## src/design/body_timer_pkg.sv

```systemverilog
// Purpose: shared constants of the body timer and alarm controller
// Assumes: 100 MHz clock, 1 ms timebase tick
// Notes: every interval is counted in ticks
package body_timer_pkg;
  localparam int CLK_MHZ = 100;
  localparam int TICK_MS = 1;
  localparam int US_PER_MS = 1000;
  localparam int TICK_CYC = TICK_MS * US_PER_MS * CLK_MHZ;
  localparam int TW = 20;
  localparam int MS_PER_S = 1000;
  localparam int SEC_PER_MIN = 60;
  localparam int ILLUM_S = 10;
  localparam int DIM_S = 6;
  localparam int DEFOG_MIN = 11;
  localparam int BELT_S = 6;
  localparam int BELT_FLASHES = 4;
  localparam int PULSE_MS = 500;
  localparam int KEYREL_S = 5;
  localparam int WINDOW_S = 30;
  localparam int BUZZ_HALF_MS = 250;
  localparam int DEBOUNCE_MS = 10;
  localparam int DIM_SH = 9;
  localparam logic [TW-1:0] ILLUM_T = TW'(ILLUM_S * MS_PER_S / TICK_MS);
  localparam logic [TW-1:0] DIM_T = TW'(DIM_S * MS_PER_S / TICK_MS);
  localparam logic [TW-1:0] DEFOG_T =
    TW'(DEFOG_MIN * SEC_PER_MIN * MS_PER_S / TICK_MS);
  localparam logic [TW-1:0] BELT_T = TW'(BELT_S * MS_PER_S / TICK_MS);
  localparam logic [TW-1:0] FLASH_PER = TW'(BELT_S * MS_PER_S / TICK_MS
    / BELT_FLASHES);
  localparam logic [TW-1:0] FLASH_ON = FLASH_PER >> 1;
  localparam logic [TW-1:0] PULSE_T = TW'(PULSE_MS / TICK_MS);
  localparam logic [TW-1:0] KEYREL_T = TW'(KEYREL_S * MS_PER_S / TICK_MS);
  localparam logic [TW-1:0] WINDOW_T = TW'(WINDOW_S * MS_PER_S / TICK_MS);
  localparam logic [TW-1:0] BUZZ_T = TW'(BUZZ_HALF_MS / TICK_MS);
  localparam logic [3:0] DEB_T = 4'(DEBOUNCE_MS / TICK_MS);
  localparam int NIN = 13;
  localparam int I_IGN = 0;
  localparam int I_ACC = 1;
  localparam int I_KEY = 2;
  localparam int I_DDR = 3;
  localparam int I_PDR = 4;
  localparam int I_RDR = 5;
  localparam int I_LFT = 6;
  localparam int I_DLK = 7;
  localparam int I_PLK = 8;
  localparam int I_KCU = 9;
  localparam int I_DEF = 10;
  localparam int I_BLT = 11;
  localparam int I_LGT = 12;
  localparam logic [NIN-1:0] DOOR_MASK = 13'h0078;
endpackage

```

## src/design/body_timer_alarm_controller.sv

```systemverilog
// Purpose: timed body outputs driven from vehicle switches
// Assumes: all switch inputs asynchronous, active high when named state
// Notes: outputs feed the output_driver_stage transistors
// Function
// - ignition on during illumination: lamp off at once, timer ended
// - doors all closed, ignition not on: dome, foot lights fade six seconds
// - ignition on: no fading, lights out immediately
// - defogger press with ignition on: relay eleven minutes, latched
// - second defogger press during interval: timer stopped, relay off
// - ignition on: belt lamp flashes four times within six seconds
// - belt unfastened at ignition on: buzzer intermittent six seconds
// - driver door locked: lock output to all doors half a second
// - unlock by key with driver door unlocked: half second unlock pulse
// - ignition on to off, all closed: window relay thirty seconds
// - any door or liftgate opening ends window interval at once
// - lights on, ignition off, driver door open: continuous buzzer
// - key reminder intermittent pattern wins over light reminder
// - key in, front door open, driver knob locked: unlock five seconds
// - key in, driver locked, passenger open and locked: unlock five seconds
// - key in, ignition not on, driver door open: intermittent buzzer
// - belt fastened or ignition off stops belt buzzer
// - illumination timer ignores driver door changes while running
// - ignition off during defogger interval: timer stopped, relay off
`timescale 1ns/1ps
module body_timer_alarm_controller
  import body_timer_pkg::*;
#(
  parameter int TICK_CYCLES = TICK_CYC
) (
  input wire logic clock,
  input wire logic resetn,
  input wire logic ignitionOn,
  input wire logic accessory_position,
  input wire logic keyInserted,
  input wire logic driverDoorOpen,
  input wire logic passengerDoorOpen,
  input wire logic rearDoorOpen,
  input wire logic liftgateOpen,
  input wire logic driverLocked,
  input wire logic passengerLocked,
  input wire logic keyCylinderUnlock,
  input wire logic defoggerSwitch,
  input wire logic beltBuckled,
  input wire logic lightsOn,
  output logic illuminationLamp,
  output logic domeLamp,
  output logic defoggerRelay,
  output logic beltLamp,
  output logic buzzer,
  output logic lockDrive,
  output logic unlockDrive,
  output logic windowRelay
);
  localparam int PW = $clog2(TICK_CYCLES);

  if (TICK_CYCLES < 2) begin : badTick
    $error("TICK_CYCLES must be at least 2");
  end

  typedef struct packed {
    logic [NIN-1:0] s1, s2, st, sp;
    logic [NIN-1:0][3:0] db;
    logic [PW-1:0] pre;
    logic tick;
    logic [TW-1:0] bz, illum, dim, defog, belt, beltBz, flash;
    logic [TW-1:0] lock, unl, win;
    logic buzzOn;
    logic [3:0] pwm;
    logic illumOut, domeOut, defogOut, beltOut;
    logic buzzerOut, lockOut, unlockOut, windowOut;
  } state_t;

  state_t state_q;
  state_t state_d;
  logic [NIN-1:0] raw;
  logic [NIN-1:0] rise;
  logic [NIN-1:0] fall;
  logic ignOn;
  logic ignOff;
  logic keyIn;
  logic anyOpen;
  logic frontOpen;
  logic closedRise;
  logic keyAlarm;
  logic lightRem;

  function automatic logic [TW-1:0] dec(input logic [TW-1:0] c,
                                        input logic t);
    return (t && c != '0) ? c - 1'b1 : c;
  endfunction

  assign raw = {lightsOn, beltBuckled, defoggerSwitch, keyCylinderUnlock,
                passengerLocked, driverLocked, liftgateOpen, rearDoorOpen,
                passengerDoorOpen, driverDoorOpen, keyInserted,
                accessory_position, ignitionOn};
  assign rise = state_q.st & ~state_q.sp;
  assign fall = ~state_q.st & state_q.sp;
  assign ignOn = state_q.st[I_IGN];
  assign ignOff = !ignOn && !state_q.st[I_ACC];
  assign keyIn = state_q.st[I_KEY];
  assign anyOpen = |(state_q.st & DOOR_MASK);
  assign frontOpen = state_q.st[I_DDR] || state_q.st[I_PDR];
  assign closedRise = !anyOpen && |(state_q.sp & DOOR_MASK);
  assign keyAlarm = keyIn && !ignOn && state_q.st[I_DDR];
  assign lightRem = state_q.st[I_LGT] && ignOff && state_q.st[I_DDR];

  always_comb begin
    state_d = state_q;
    // s1 feeds only s2; everything else sees debounced levels
    state_d.s1 = raw;
    state_d.s2 = state_q.s1;
    state_d.sp = state_q.st;
    state_d.tick = 1'b0;
    if (state_q.pre == PW'(TICK_CYCLES - 1)) begin
      state_d.pre = '0;
      state_d.tick = 1'b1;
    end else begin
      state_d.pre = state_q.pre + 1'b1;
    end
    for (int i = 0; i < NIN; i++) begin
      if (state_q.s2[i] == state_q.st[i]) begin
        state_d.db[i] = '0;
      end else if (state_q.tick) begin
        if (state_q.db[i] == DEB_T - 4'h1) begin
          state_d.st[i] = state_q.s2[i];
          state_d.db[i] = '0;
        end else begin
          state_d.db[i] = state_q.db[i] + 4'h1;
        end
      end
    end
    // illumination
    state_d.illum = dec(state_q.illum, state_q.tick);
    if (rise[I_DDR] && !ignOn && state_q.illum == '0) begin
      state_d.illum = ILLUM_T;
    end
    if (ignOn) begin
      state_d.illum = '0;
    end
    // dome fade; an open door lights the lamp outright
    state_d.dim = dec(state_q.dim, state_q.tick);
    if (closedRise && !ignOn) begin
      state_d.dim = DIM_T;
    end
    if (ignOn || anyOpen) begin
      state_d.dim = '0;
    end
    if (state_q.tick) begin
      state_d.pwm = state_q.pwm + 4'h1;
    end
    // defogger
    state_d.defog = dec(state_q.defog, state_q.tick);
    if (rise[I_DEF]) begin
      if (state_q.defog != '0) begin
        state_d.defog = '0;
      end else if (ignOn) begin
        state_d.defog = DEFOG_T;
      end
    end
    if (!ignOn) begin
      state_d.defog = '0;
    end
    // seat belt lamp and buzzer
    state_d.belt = dec(state_q.belt, state_q.tick);
    state_d.beltBz = dec(state_q.beltBz, state_q.tick);
    if (state_q.tick) begin
      if (state_q.flash == FLASH_PER - 1'b1) begin
        state_d.flash = '0;
      end else begin
        state_d.flash = state_q.flash + 1'b1;
      end
    end
    if (rise[I_IGN]) begin
      state_d.belt = BELT_T;
      state_d.flash = '0;
      if (!state_q.st[I_BLT]) begin
        state_d.beltBz = BELT_T;
      end
    end
    if (!ignOn) begin
      state_d.belt = '0;
      state_d.beltBz = '0;
    end
    if (state_q.st[I_BLT]) begin
      state_d.beltBz = '0;
    end
    // door locks; key release beats central lock
    state_d.lock = dec(state_q.lock, state_q.tick);
    state_d.unl = dec(state_q.unl, state_q.tick);
    if (rise[I_DLK]) begin
      if (keyIn && frontOpen) begin
        state_d.unl = KEYREL_T;
      end else if (!keyIn || !anyOpen) begin
        state_d.lock = PULSE_T;
      end
    end
    if (rise[I_PLK] && keyIn && state_q.st[I_DLK]
        && state_q.st[I_PDR]) begin
      state_d.unl = KEYREL_T;
    end
    if (rise[I_KCU] && !state_q.st[I_DLK] && state_q.unl == '0) begin
      state_d.unl = PULSE_T;
    end
    // never drive both actuator directions together
    if (state_d.unl != '0) begin
      state_d.lock = '0;
    end
    // power window
    state_d.win = dec(state_q.win, state_q.tick);
    if (fall[I_IGN] && !anyOpen) begin
      state_d.win = WINDOW_T;
    end
    if (anyOpen || ignOn) begin
      state_d.win = '0;
    end
    // shared intermittent buzzer phase
    if (state_q.tick) begin
      if (state_q.bz == BUZZ_T - 1'b1) begin
        state_d.bz = '0;
        state_d.buzzOn = !state_q.buzzOn;
      end else begin
        state_d.bz = state_q.bz + 1'b1;
      end
    end
    // 16 step pwm caps the first fade level below full brightness
    state_d.illumOut = state_d.illum != '0;
    state_d.domeOut = anyOpen || (state_d.dim != '0
                      && state_q.pwm < state_d.dim[DIM_SH+:4]);
    state_d.defogOut = state_d.defog != '0;
    state_d.beltOut = state_d.belt != '0 && state_d.flash < FLASH_ON;
    if (keyAlarm || state_q.beltBz != '0) begin
      state_d.buzzerOut = state_q.buzzOn;
    end else begin
      state_d.buzzerOut = lightRem;
    end
    state_d.lockOut = state_d.lock != '0;
    state_d.unlockOut = state_d.unl != '0;
    state_d.windowOut = ignOn || state_d.win != '0;
  end

  always_ff @(posedge clock or negedge resetn) begin
    if (!resetn) begin
      state_q <= '0;
    end else begin
      state_q <= state_d;
    end
  end

  assign illuminationLamp = state_q.illumOut;
  assign domeLamp = state_q.domeOut;
  assign defoggerRelay = state_q.defogOut;
  assign beltLamp = state_q.beltOut;
  assign buzzer = state_q.buzzerOut;
  assign lockDrive = state_q.lockOut;
  assign unlockDrive = state_q.unlockOut;
  assign windowRelay = state_q.windowOut;
endmodule // body_timer_alarm_controller

```

## config.mk

```make
export PLATFORM = sky130hd
export DESIGN_NAME = body_timer_alarm_controller
export DESIGN_NICKNAME = d
export VERILOG_FILES = /design/src/design/body_timer_pkg.sv /design/src/design/body_timer_alarm_controller.sv
export SDC_FILE = /design/constraint.sdc
export NUM_CORES = 1
export LEC_CHECK = 0
export ABC_AREA = 1
export BUFFER_PORTS_ARGS = -buffer_cell sky130_fd_sc_hd__buf_2
export CAP_MARGIN = 30
export CORE_MARGIN = 4
export CORE_UTILIZATION = 40
export DETAILED_ROUTE_END_ITERATION = 10
export SLEW_MARGIN = 20
export SYNTH_ARGS = -nofsm -noshare
export SYNTH_HDL_FRONTEND = slang
export SYNTH_SLANG_ARGS = --single-unit
```

## constraint.sdc

```tcl
create_clock -name clock -period 4.9 [get_ports clock]
set_clock_uncertainty 0.05 [all_clocks]
set_input_delay 1.47 -clock clock [delete_from_list [all_inputs] [get_ports clock]]
set_output_delay 1.47 -clock clock [all_outputs]
set_load 0.01 [all_outputs]
```

==> flow_summary.toml <==
[status]
run_status = "finished, final reports clean"

[placement]
place_congestion = 0.905
portBuffers = 22
hpwlAfterDp_um = 30600

[floorplan]
coreArea_um2 = 46700
chipWidth_um = 225
core.rowCount = 79
num_io_pins = 23
dieArea_um2 = 50800
initial_core_util_pct = 40.5
dieHeight_um = 225

[clock_tree]
cts_made_buffers = 39
cts.repair.resized = 0
cts.hold.buffers_added = 0
cts_root_buf = "clkbuf_16"
clock_latency_reported_for_the_late_side_of_the_worst_skew_pair_ns = 0.55
cts_tree = "yes"
clk_transition_reported_paths_ns = 0.06
cts.sinks = 331
cts-htree-levels = 2
max-clock-path-buffers = 3
cts_setup_buffers = 0

[logic_synthesis]
register_area_share_after_synthesis_pct = 43.8
ys_dominant_reg_cell = "dfrtp_1"
yosys_warnings = 0
async_flop_share_pct = 100
area_leader_netlist = "dfrtp_1"
ys_top_cells_by_area = "dfrtp_1 44%, nand2_1 11%, inv_1 8.2%, nor2_1 6.9%, nand3_1 5.3%"
synth_most_common_cell = "nand2_1"
syn_nets = 2603
yosysTopAreaCellShare_pct = 43.8
synth-seq-cells = 331
synthesis.area_per_instance_um2 = 7.45
syn-cell-area_um2 = 18900
synth_cell_types = 48
synth-edff-count = 0
synthCells = 2539
synth_commonest_cells = "557 x nand2_1, 412 x inv_1, 348 x nor2_1"

[cells_and_area]
area_growth_pct = 11.7
post_route_cells_drive_above_1_share_pct = 5.49
final_net_count = 2640
fillers = 4712
multi_input_area_um2 = 8870
seq_area_um2 = 8280
antennaDiodeCount = 0
largest_register_ffs = 297
largest_register = "state_q"

[sta]
layout_worst_path_cycle_share_pct = 69.9
maxClockFrequency_mhz = 292
final.min_clock_period_ns = 3.42
final.hold.worst_slack_ns = 0.295
final-max-slew-violation-count = 0
setup_viol = 0
timing.setup.tns_ns = 0
timing_worst_slew_pin_value_ns = 0.832
timing.final.hold_violations = 0
relSlewSlack_pct = 44.0
grt_setup_unrepaired = "false"

[min_path]
min_from = "state_d[317]"
min_path_type = "reg -> reg"

[pwr]
powerDensity_nw_per_um2 = 279
max-vdd-ir-drop_mv = 0.260
power.leakage_nw = 12.0

[route]
drt_wl_total_um = 42500
routed_wire_length_per_instance_um = 13.2
first_iter_violations = 1015
antenna_left = 0
drt_drc_violations_left = 0
firstDrtPassIters = 5
via_count = 15900
avgViaCountPerCell = 4.96

[worst_setup_path]
slowest_stage = "nor2_2"
setup.worst_path.class = "reg -> reg"
largest_incremental_delay_on_the_critical_path_ns = 0.59
cp_cell_sequence = "inv_2 > nand2_1 > nor3_1 > inv_1 > nor2_2 > inv_1 > nor2_2 > nand3_1 > ha_1 > nand3_1 > nand3_1 > nand2_1"
critPathLaunchType = "register"
timing.critical_path.buf_inv = 3
timing.rr.start = "state_d[286]"
critPathMostFrequentCell = "nand3_1"
path_delay_family = "simple AND/OR/NAND/NOR gates"
worstSetupStartpoint = "state_d[286]"
crit_fanout = 19
arrival_time_at_the_worst_endpoint_ns = 3.79
critPathCaptureType = "register"
timing.critical_path.required_ns = 5.27

[grt]
globalRouteOverflowTotal = 0
use_met1_pct = 23.3
grt_pass1_vias = 15500
grt_start_max_net_pins = 102
gr-usage-all-layers_pct = 17.0
use_met2_pct = 27.6
grt_first_pass_wirelength_um = 73200
initial_antenna_violation_count = 0
top_usage_layer = "met2"
globalRouteMet3Util_pct = 2.77

[flow_run]
timing.max_cap.violations = 0
[final timing paths]
kind	slack, ns	endpoint	cells past startpoint
setup / recovery	1.48	domeLamp	12
hold / removal	0.29	state_q[317]	0
setup reg to reg	1.48	domeLamp	12
hold reg to reg	0.29	state_q[317]	0
max in group asynchronous	3.03	state_q[44]	2
min in group asynchronous	0.90	state_q[196]	1
[layout make-up]
| cell class | count | area share, % |
|---|---|---|
| clock buffer | 50 | 5.29 |
| multi-input combinational | 1750 | 42.0 |
| timing repair buffer | 34 | 1.23 |
| inverter | 420 | 7.46 |
| sequential | 331 | 39.2 |
| clock inverter | 20 | 1.23 |
| tap | 607 | 3.59 |
[placed cells by master (no fill, tap or decap), drive strengths merged, types with 2 or more instances in the layout]
cell type  netlist  layout
nand2          562     562
bufinv           0       5
o21ai           99      99
and3             2       2
a211oi           3       3
o211ai           8       8
dfrtp          331     331
buf             20      34
ha              49      49
xor2           114     114
inv            418     419
nand3          203     203
nor2           355     355
xnor2           40      40
clkbuf          18      50
nor4            36      36
a21oi           66      66
clkinv           2      13
a31oi            2       2
o21bai           3       3
nand4           55      55
nand3b           4       4
nor3            87      87
o21a             3       3
or2             19      19
clkinvlp         0       3
o22ai           31      31
[kinds of logic (layout without fill, tap and decap cells)]
family / count (synthesis) / in the layout / synth area share, %
buffers and inverters: 458 / 524 / 9.28
xor gates and xnor gates: 154 / 154 / 7.13
adders and majority gates: 49 / 49 / 3.24
AOI/OAI and AO/OA: 222 / 222 / 6.46
and+or+nand+nor: 1325 / 1325 / 30.1
DFF: 331 / 331 / 43.8
[per-stage QoR]
step | worst slack [ns] | std cells | total power (W) | utilization, % | area (µm²)
2_1_floorplan | 2.60 | 2539 | 0.00281 | - | 18900
3_3_place_gp | 1.58 | 3141 | 0.00289 | 42.3 | 19700
4_1_cts | 1.44 | 3211 | 0.00602 | 45.3 | 21100
6_report | 1.48 | 3212 | 0.00590 | 45.3 | 21100
3_5_place_dp | 1.48 | 3141 | 0.00289 | 42.3 | 19700
5_1_grt | 1.15 | 3212 | 0.00613 | 45.3 | 21100
[layer usage]
| metal | part of all wire, % | vias up |
|---|---|---|
| met2 | 46 | 280 |
| li1 | - | 8136 |
| met5 | 0 | - |
| met1 | 47 | 7443 |
| met3 | 4.4 | 68 |
| met4 | 2.5 | 0 |
[power breakdown]
group | internal (W) | total, W | leakage, nW | switching [W]
Clock | 0.00189 | 0.00307 | 0.675 | 0.00119
Combinational | 0.0000168 | 0.0000836 | 6.75 | 0.0000669
Sequential | 0.00274 | 0.00275 | 4.55 | 0.00000486
No activity file was read; power rests on OpenSTA's default activity.
